### src/design/txn_status_params.svh
// Offsets, field positions, reset values and codes of the status block.
`ifndef TXN_STATUS_PARAMS_SVH
`define TXN_STATUS_PARAMS_SVH

// ==========================================================
// Register offsets
`define TTS_OFFSET 8'h60
`define IRQ_STAT_OFFSET 8'h70
`define IRQ_MASK_OFFSET 8'h74

// ==========================================================
// Reset values
`define TTS_RESET 32'hfa000000
`define DONE_RESET 6'h3f
`define SEL_RESET 4'h0
`define IRQ_RESET 8'h00

// ==========================================================
// Field positions, bit 0 of the map is bit 31 of the word
`define DONE_POS(i) (((i) == 5) ? 25 : (31 - (i)))
`define ERR_DTX_POS 23
`define ERR_DRX_POS 22
`define SEL_MSB 7
`define SEL_LSB 4
`define ABORT_POS 3

// ==========================================================
// Timer select codes
`define SEL_DATA_TX 4'h0
`define SEL_DATA_RX 4'h1
`define SEL_MGMT 4'h2
`define SEL_CTRL 4'h4
`define SEL_AUTORESP 4'h6

// ==========================================================
// Bus answers
`define RESP_OKAY 2'h0
`define RESP_SLVERR 2'h2

`endif

### src/design/txn_status_pkg.sv
// Types shared by the transaction status block and its users.
package txn_status_pkg;

	// ==========================================================
	// Sources, in flag order
	typedef enum logic [2:0] {
		SRC_DATA_TX,
		SRC_DATA_RX,
		SRC_ASYNC_TX,
		SRC_MGMT_TX,
		SRC_CTRL_TX,
		SRC_AUTORESP
	} src_t;

	// ==========================================================
	// Transaction events, one bit per source, one-cycle pulses
	typedef struct packed {
		logic [5:0] start;
		logic [5:0] done;
		logic [5:0] error;
	} txn_evt_t;

	// ==========================================================
	// Abort request to the timer engine
	typedef struct packed {
		logic fire;
		logic [3:0] sel;
	} abort_t;

endpackage

### src/design/request_fifo_txn_status.sv
// Transaction timer status register with AXI4-Lite slave and interrupt.
// Contract
// - Timer status register reports progress of every request FIFO transaction.
// - The status register holds fa000000 after power-on reset.
// - Bus reset changes only the bits defined to change on it.
// - Bit 0 sets on data transmit completion, clears on begin, resets to one.
// - Bit 1 does the same for the data receive FIFO.
// - Bit 2 does the same for the asynchronous transmit FIFO.
// - Bit 3 does the same for the management transmit queue.
// - Bit 4 does the same for the control transmit queue.
// - Bit 6 does the same for autoresponse; bits 5 and 7 reserved.
// - Bit 8 flags data transmit error end; clean end or begin clears it.
// - Aborting a data transmit transaction also sets the transmit error flag.
// - Bit 9 flags data receive error end; bus reset leaves it alone.
// - Writing one to bit 28 aborts the selected timer, then self-clears.
// - Bits 24 to 27 choose the timer that abort acts on.
`include "txn_status_params.svh"
`timescale 1ns/1ns
`default_nettype none

module request_fifo_txn_status (
	// Clock and reset
	input wire logic clk,
	input wire logic rst,
	// Link layer events
	input wire logic bus_reset,
	input wire txn_status_pkg::txn_evt_t evt,
	output txn_status_pkg::abort_t abort_req,
	output logic irq,
	// AXI4-Lite write
	input wire logic [7:0] awaddr,
	input wire logic awvalid,
	output logic awready,
	input wire logic [31:0] wdata,
	input wire logic [3:0] wstrb,
	input wire logic wvalid,
	output logic wready,
	output logic [1:0] bresp,
	output logic bvalid,
	input wire logic bready,
	// AXI4-Lite read
	input wire logic [7:0] araddr,
	input wire logic arvalid,
	output logic arready,
	output logic [31:0] rdata,
	output logic [1:0] rresp,
	output logic rvalid,
	input wire logic rready
);

	// ==========================================================
	// Write channel state
	logic aw_full_q, aw_full_d, w_full_q, w_full_d;
	logic [7:0] awaddr_q, awaddr_d;
	logic [31:0] wdata_q, wdata_d;
	logic [3:0] wstrb_q, wstrb_d;
	logic awready_q, awready_d, wready_q, wready_d;
	logic bvalid_q, bvalid_d;
	logic [1:0] bresp_q, bresp_d;
	logic do_wr, wr_tts, wr_stat, wr_mask;

	always_comb begin
		aw_full_d = aw_full_q;
		w_full_d = w_full_q;
		awaddr_d = awaddr_q;
		wdata_d = wdata_q;
		wstrb_d = wstrb_q;
		bvalid_d = bvalid_q;
		bresp_d = bresp_q;
		do_wr = aw_full_q && w_full_q && !bvalid_q;
		wr_tts = do_wr && awaddr_q == `TTS_OFFSET;
		wr_stat = do_wr && awaddr_q == `IRQ_STAT_OFFSET;
		wr_mask = do_wr && awaddr_q == `IRQ_MASK_OFFSET;
		if (awvalid && awready_q) begin
			aw_full_d = 1'b1;
			awaddr_d = awaddr;
		end
		if (wvalid && wready_q) begin
			w_full_d = 1'b1;
			wdata_d = wdata;
			wstrb_d = wstrb;
		end
		if (do_wr) begin
			aw_full_d = 1'b0;
			w_full_d = 1'b0;
			bvalid_d = 1'b1;
			bresp_d = (wr_tts || wr_stat || wr_mask) ?
				`RESP_OKAY : `RESP_SLVERR;
		end
		if (bvalid_q && bready) begin
			bvalid_d = 1'b0;
		end
		awready_d = !aw_full_d;
		wready_d = !w_full_d;
	end

	always_ff @(posedge clk) begin
		if (rst) begin
			aw_full_q <= 1'b0;
			w_full_q <= 1'b0;
			awaddr_q <= 8'h00;
			wdata_q <= 32'h00000000;
			wstrb_q <= 4'h0;
			awready_q <= 1'b1;
			wready_q <= 1'b1;
			bvalid_q <= 1'b0;
			bresp_q <= `RESP_OKAY;
		end else begin
			aw_full_q <= aw_full_d;
			w_full_q <= w_full_d;
			awaddr_q <= awaddr_d;
			wdata_q <= wdata_d;
			wstrb_q <= wstrb_d;
			awready_q <= awready_d;
			wready_q <= wready_d;
			bvalid_q <= bvalid_d;
			bresp_q <= bresp_d;
		end
	end

	// ==========================================================
	// Timer status flags and control fields
	logic [5:0] done_q, done_d;
	logic dtx_err_q, dtx_err_d, drx_err_q, drx_err_d;
	logic [3:0] sel_q, sel_d;
	logic abort_q, abort_d;
	logic dtx_abort;
	logic [31:0] tts;

	always_comb begin
		// Abort of the data transmit timer counts as an error end.
		dtx_abort = abort_q && sel_q == `SEL_DATA_TX;
		for (int i = 0; i < 6; i++) begin
			done_d[i] = done_q[i];
			if (bus_reset) begin
				done_d[i] = 1'b1;
			end else if (evt.done[i]) begin
				done_d[i] = 1'b1;
			end else if (evt.start[i]) begin
				done_d[i] = 1'b0;
			end
		end
		dtx_err_d = dtx_err_q;
		if ((evt.done[0] && evt.error[0]) || dtx_abort) begin
			dtx_err_d = 1'b1;
		end else if (evt.done[0] || evt.start[0]) begin
			dtx_err_d = 1'b0;
		end
		drx_err_d = drx_err_q;
		if (evt.done[1] && evt.error[1]) begin
			drx_err_d = 1'b1;
		end else if (evt.done[1] || evt.start[1]) begin
			drx_err_d = 1'b0;
		end
		sel_d = sel_q;
		abort_d = 1'b0;
		if (wr_tts && wstrb_q[0]) begin
			sel_d = wdata_q[`SEL_MSB:`SEL_LSB];
			abort_d = wdata_q[`ABORT_POS];
		end
		if (bus_reset) begin
			sel_d = `SEL_RESET;
			abort_d = 1'b0;
		end
		tts = 32'h00000000;
		for (int i = 0; i < 6; i++) begin
			tts[`DONE_POS(i)] = done_q[i];
		end
		tts[`ERR_DTX_POS] = dtx_err_q;
		tts[`ERR_DRX_POS] = drx_err_q;
		tts[`SEL_MSB:`SEL_LSB] = sel_q;
		tts[`ABORT_POS] = abort_q;
	end

	always_ff @(posedge clk) begin
		if (rst) begin
			done_q <= `DONE_RESET;
			dtx_err_q <= 1'b0;
			drx_err_q <= 1'b0;
			sel_q <= `SEL_RESET;
			abort_q <= 1'b0;
		end else begin
			done_q <= done_d;
			dtx_err_q <= dtx_err_d;
			drx_err_q <= drx_err_d;
			sel_q <= sel_d;
			abort_q <= abort_d;
		end
	end

	// ==========================================================
	// Interrupt status and mask
	logic [7:0] stat_q, stat_d, mask_q, mask_d, ev;
	logic irq_q, irq_d;

	always_comb begin
		ev = {evt.done[1] && evt.error[1],
			(evt.done[0] && evt.error[0]) || dtx_abort, evt.done};
		stat_d = stat_q;
		if (wr_stat && wstrb_q[0]) begin
			stat_d = stat_d & ~wdata_q[7:0];
		end
		stat_d = stat_d | ev;
		mask_d = mask_q;
		if (wr_mask && wstrb_q[0]) begin
			mask_d = wdata_q[7:0];
		end
		irq_d = |(stat_q & mask_q);
	end

	always_ff @(posedge clk) begin
		if (rst) begin
			stat_q <= `IRQ_RESET;
			mask_q <= `IRQ_RESET;
			irq_q <= 1'b0;
		end else begin
			stat_q <= stat_d;
			mask_q <= mask_d;
			irq_q <= irq_d;
		end
	end

	// ==========================================================
	// Read channel
	logic arready_q, arready_d, rvalid_q, rvalid_d;
	logic [31:0] rdata_q, rdata_d;
	logic [1:0] rresp_q, rresp_d;

	always_comb begin
		arready_d = arready_q;
		rvalid_d = rvalid_q;
		rdata_d = rdata_q;
		rresp_d = rresp_q;
		if (arvalid && arready_q) begin
			arready_d = 1'b0;
			rvalid_d = 1'b1;
			rresp_d = `RESP_OKAY;
			case (araddr)
				`TTS_OFFSET: rdata_d = tts;
				`IRQ_STAT_OFFSET: rdata_d = {24'h000000, stat_q};
				`IRQ_MASK_OFFSET: rdata_d = {24'h000000, mask_q};
				default: begin
					rdata_d = 32'h00000000;
					rresp_d = `RESP_SLVERR;
				end
			endcase
		end
		if (rvalid_q && rready) begin
			rvalid_d = 1'b0;
			arready_d = 1'b1;
		end
	end

	always_ff @(posedge clk) begin
		if (rst) begin
			arready_q <= 1'b1;
			rvalid_q <= 1'b0;
			rdata_q <= 32'h00000000;
			rresp_q <= `RESP_OKAY;
		end else begin
			arready_q <= arready_d;
			rvalid_q <= rvalid_d;
			rdata_q <= rdata_d;
			rresp_q <= rresp_d;
		end
	end

	// ==========================================================
	// Outputs
	assign awready = awready_q;
	assign wready = wready_q;
	assign bvalid = bvalid_q;
	assign bresp = bresp_q;
	assign arready = arready_q;
	assign rvalid = rvalid_q;
	assign rdata = rdata_q;
	assign rresp = rresp_q;
	assign irq = irq_q;
	assign abort_req = {abort_q, sel_q};
endmodule

`default_nettype wire

### config.mk
export PLATFORM = sky130hd
export DESIGN_NAME = request_fifo_txn_status
export DESIGN_NICKNAME = d
export VERILOG_FILES = /design/src/design/txn_status_pkg.sv /design/src/design/request_fifo_txn_status.sv
export VERILOG_INCLUDE_DIRS = /design/src /design/src/design
export SDC_FILE = /design/constraint.sdc
export NUM_CORES = 1
export LEC_CHECK = 0
export ABC_AREA = 0
export BUFFER_PORTS_ARGS = -buffer_cell sky130_fd_sc_hd__buf_2
export CELL_PAD_IN_SITES_DETAIL_PLACEMENT = 0
export CELL_PAD_IN_SITES_GLOBAL_PLACEMENT = 1
export CORE_ASPECT_RATIO = 1.75
export CORE_MARGIN = 2
export CORE_UTILIZATION = 31
export CTS_CLUSTER_DIAMETER = 60
export DETAILED_ROUTE_END_ITERATION = 12
export GPL_ROUTABILITY_DRIVEN = 0
export PLACE_DENSITY_LB_ADDON = 0.1
export SYNTH_ARGS = -nofsm -noshare
export SYNTH_HDL_FRONTEND = slang
export SYNTH_SLANG_ARGS = --single-unit
### constraint.sdc
create_clock -name clk -period 1.5 [get_ports clk]
set_input_delay 0.3 -clock clk [delete_from_list [all_inputs] [get_ports clk]]
set_output_delay 0.3 -clock clk [all_outputs]
set_load 0.02 [all_outputs]
* After elaboration in Yosys (flattened, before gate mapping)
Index checks and enable logic that the tools add are counted.
** Operators by class
- Eq/ne operators :: 6
- Muxes and demuxes :: 12
- Bitwise operators :: 5
- Reduce and logical (&&, ||, !) cells :: 39
** Operator list (number)
- 32-bit one-hot mux with 3 select lines :: 1
- 8-bit by 7-bit == test with 1-bit output (second input constant) :: 6
- 3-bit OR reduction :: 8
- 8-bit bitwise AND :: 2
- 1-bit logical AND :: 16
- 1-bit two-way mux :: 8
- 8-bit two-way mux :: 1
- 8-bit inverter :: 1
- 8-bit OR :: 1
- 8-bit OR reduction :: 1
- 2-bit OR reduction :: 3
- 1-bit logical OR :: 5
- 4-bit zero test :: 1
- 2-bit two-way mux :: 2
- 2-bit nonzero test :: 2
- 1-bit zero test :: 3
- 1-bit inverter :: 1
** Word-level totals
- Bits in registers :: 90
- Input port bits :: 78
- Output and inout port bits :: 47
- Logic and storage cells :: 88

* Longest topological paths before layout
- Word-level depth :: 6
- Gate-level depth with buffers :: 5
- Depth with buffers taken out :: 3

* Worst setup path before layout
No wires, ideal clock.
- Path kind :: register to register
- From :: reg bvalid_q, in the netlist bvalid
- To :: reg mask_q[0]
- Setup time :: 0.072 ns
- Arrival time :: 1.557 ns
- Required time :: 1.428 ns
- Setup slack :: -0.129 ns
- Stages on the path, launching flop included :: 4
- Buffers on the path :: 0
- Period minus slack after synthesis :: 1.629 ns
- Path through :: dfxtp_1 nand3b_1 nor4_4 mux2i_1
** Between the ends
- Longest elaborated chain between the ends :: 4
** RTL lines
- start: declaration :: line request_fifo_txn_status.sv:58 : logic bvalid_q, bvalid_d;
- start signal: assignment :: line request_fifo_txn_status.sv:116 : bvalid_q <= bvalid_d;
- 1-bit zero test :: line request_fifo_txn_status.sv:70 : do_wr = aw_full_q && w_full_q && !bvalid_q;
- 1-bit logical AND :: line request_fifo_txn_status.sv:70
- 1-bit logical AND (no source line)
- 1-bit logical AND :: line request_fifo_txn_status.sv:205 : if (wr_mask && wstrb_q[0]) begin
- end signal: assignment :: line request_fifo_txn_status.sv:214 : mask_q <= `IRQ_RESET;
- end signal: assignment :: line request_fifo_txn_status.sv:218 : mask_q <= mask_d;
- end: declaration :: line request_fifo_txn_status.sv:193 : logic [7:0] stat_q, stat_d, mask_q, mask_d, ev;
Every way passes these cells.
A chain may end at the register's enable or synchronous reset.

* Worst setup path in the final report
- From :: reg wstrb_q[0]
- To :: reg sel_q[1]
** Between the ends
- Longest elaborated chain between the ends :: 1
** RTL lines
- start: declaration :: line request_fifo_txn_status.sv:56 : logic [3:0] wstrb_q, wstrb_d;
- start signal: assignment :: line request_fifo_txn_status.sv:113 : wstrb_q <= wstrb_d;
- 1-bit logical AND :: line request_fifo_txn_status.sv:157 : if (wr_tts && wstrb_q[0]) begin
- end signal: assignment :: line request_fifo_txn_status.sv:180 : sel_q <= `SEL_RESET;
- end signal: assignment :: line request_fifo_txn_status.sv:186 : sel_q <= sel_d;
- end: declaration :: line request_fifo_txn_status.sv:125 : logic [3:0] sel_q, sel_d;
Every way passes these cells.

==> results.md <==
- Critical Path AT: roughly 1700 ps
- 1st-iter DRT viols: 123
- Fmax achieved: 688 MHz
- Layout Nets: 520
- CTS clk-pin slew, worst paths: about 50 ps
- Grt ovf: 0
- Global-route wire length before repair: approximately 13,000 µm
- Tot Pwr: 4.44 mW
- P_leak: between 1.5 and 2 nW
- YS warnings: 0
- Io pins: 125
- Max cap viols: 0
- # clock sinks: 72
- Starting density of the core: between 30% and 40%
- Top cells by area, synth: dfxtp_1 (46%), mux2i_1 (6.4%), nand2_1 (6.2%)
- Clock latency on the worst-skew pair: 330 ps
- Clk_skew: 5.32 ps
- Min Tclk post-route: 1450 ps
- IR drop worst, VDD: 0.587 mV
- Final ANT Viol Nets: 0
- Worst EP required: approximately 1800 ps
- Ant. Diodes: 0
- Share of cells above drive strength 1: 27.3%
- Seq cells post-synth: about 70
- Worst min path class: input port to flop
- Top Usage Layer GRT: met2
- Final setup vio count: 0
- Vias: 2,699
- H-tree depth: 3
- CTS root buf: clkbuf_16
- Post-DR wirelength/cell: ~15 µm
- Fin crit share: 96.9%
- All-Layer GR Usage: 16.2%
- Die area: 10,900 µm²
- Die height: around 140 µm
- DRT Pass-1 Iters: 4
- Count of hold-fix buffers inserted at cts: 0
- Fraction of power consumed by the clock network: a little over two fifths
- Place WS: -144 ps
- Sequential share of power: 45.9%
- Final HPWL DP: 6320 µm
- Via-to-Cell Ratio: 4.72
- Synth Area per Inst: a little under 9 µm²
- Vias in the first global route: roughly 2,600
- Largest net degree at the start of global routing: 46
- Synth Instances: approximately 350
- Sequential fraction of the synthesis area: 46.3%
- Fillers: 1,041
- Rows: 48
- Deepest clock path buffer count: 2
- Yosys cell types: 39
- Core outline area: just under 10,000 µm²
- Status: complete, no violations
- Hold Fails Final Rpt: 0
- P_sw: 1.11 mW
- Cell Int Power: 3.33 mW
- RSZ-0062 raised after global routing: yes
- Met1 GRT Util: between 15 and 20%
- Post-synth top area share: between 40% and 50%
- Worst setup margin: 46.6 ps
- Total power divided by cell area: 1110 nW/µm²
- Hold slack: 189 ps
- Element type at the critical path end: flop
- Comb power frac: 10.7%
- CTS buffer count: 9
- M3 GR Usage: slightly below 4%
- GR Util met2: a little under a third
- Sw frac: 25.0%
- Area grow syn2layout: 28.1%
- Antenna violations before repair: 0
- Post-Syn Area: around 3100 µm²
- Synth area leader: dfxtp_1
- Post-route DRC: 0
- PortBufs: 75
- CP Class: flop to flop
- Drt total wl: 8340 µm
- Setup crit start kind: flop
- Critical Path Fanout Max: 5
- CTS tree: built
- Die X: between 70 and 80 µm
- Final Max Slew Viols: 0
-- final timing paths --
kind	endpoint	startpoint	depth (start not counted)	slack, ps
setup / recovery	sel_q[1]	wstrb_q[0]	4	50
hold reg to reg	rdata[23]	rdata[23]	2	450
setup reg to reg	sel_q[1]	wstrb_q[0]	4	50
hold / removal	done_q[3]	evt[9]	3	190
-- routing by layer --
metal / routed length, µm / share of wire [%] / up-vias
met5: 0 / 0 / -
met2: 4540 / 54 / 65
met3: 404 / 4.8 / 16
li1: - / - / 1383
met1: 3130 / 38 / 1235
met4: 269 / 3.2 / 0
-- cell usage after synthesis (all sizes together) --
master / count
nand2b: 22
or3: 3
o21ai: 6
and2: 2
inv: 11
and3b: 1
a21o: 1
nand3: 20
dfxtp: 72
a311oi: 8
mux2: 1
buf: 21
conb: 1
nor3b: 8
clkbuf: 16
a22o: 5
or2: 1
nor2: 13
nand4bb: 1
and3: 1
nor3: 3
o31ai: 3
nor4: 5
nand2: 51
a41oi: 1
mux2i: 20
or4: 1
nand4: 8
a21oi: 34
a2111oi: 2
or3b: 1
nand3b: 3
nor4bb: 1
a22oi: 5
a21boi: 1
-- power by group through the flow --
stage / clock (mW) / sequential, mW / combinational (mW)
finish: 1.93 / 2.04 / 0.475
global route: 2.07 / 2.05 / 0.532
CTS: 1.99 / 2.04 / 0.476
detailed placement: 0 / 2.08 / 0.472
global placement: 0 / 2.08 / 0.468
floorplan: 0 / 2.08 / 0.306
-- critical path, stage by stage (launching register included) --
cell,delay (ps)
dfxtp_1,380
or3b_2,490
nor4_4,140
buf_4,190
mux2i_1,180
-- sequential cells by signal (all words and copies together), names as in the netlist, 4 cells and up --
| register | cells |
|---|---|
| awaddr_q | 8 |
| done_q | 6 |
| mask_q | 8 |
| rdata | 16 |
| sel_q | 4 |
| stat_q | 8 |
| wdata_q | 8 |
-- logic make-up after synthesis --
| group | Yosys count | synth area share [%] |
|---|---|---|
| buffers and inverters | 48 | 8.08 |
| flip-flops | 72 | 46.3 |
| multiplexers | 21 | 6.80 |
| AO/OA/AOI/OAI | 66 | 13.3 |
| other | 1 | 0.121 |
| AND/OR/NAND/NOR | 145 | 25.3 |
-- final cells by class --
| class | count | area [µm²] | area share [%] |
|---|---|---|---|
| inverter | 11 | 41.3 | 1.04 |
| tap | 125 | 156 | 3.92 |
| clock inverter | 4 | 20.0 | 0.502 |
| timing repair buffer | 98 | 581 | 14.6 |
| sequential | 72 | 1440 | 36.2 |
| clock buffer | 12 | 246 | 6.18 |
| multi-input combinational | 250 | 1500 | 37.6 |
-- cells in the final DEF (no fill, tap or decap), types with 4 or more instances in the layout --
cell,synthesis,final
buf_2,0,75
dfxtp_1,72,70
nand2_1,51,51
a21oi_1,34,34
nand2b_1,22,22
nand3_1,20,20
mux2i_1,20,20
buf_4,19,19
conb_1,1,18
nor2_1,13,13
inv_1,11,11
clkbuf_16,0,9
a311oi_1,8,8
nor3b_1,8,8
nand4_1,8,8
o21ai_0,6,6
a22oi_1,5,5
a22o_1,5,5
clkinv_2,0,4
-- repair_timing --
item / 4_1_cts / 5_1_grt
gates resized for setup: 2 / 4
setup endpoints to repair: 9 / 12
setup buffers: 0 / 2
pin swaps: 1 / 0
-- metrics by stage --
step,instance area [µm²],utilization [%],instances,TNS [ps]
floorplan,3180,-,370,-933
global placement,3680,37.6,554,-273
detailed placement,3680,37.6,554,-464
CTS,3950,40.4,570,0
global route,3990,40.7,572,-33.7
finish,3990,40.7,572,0
(Power assumes the default switching activity.)
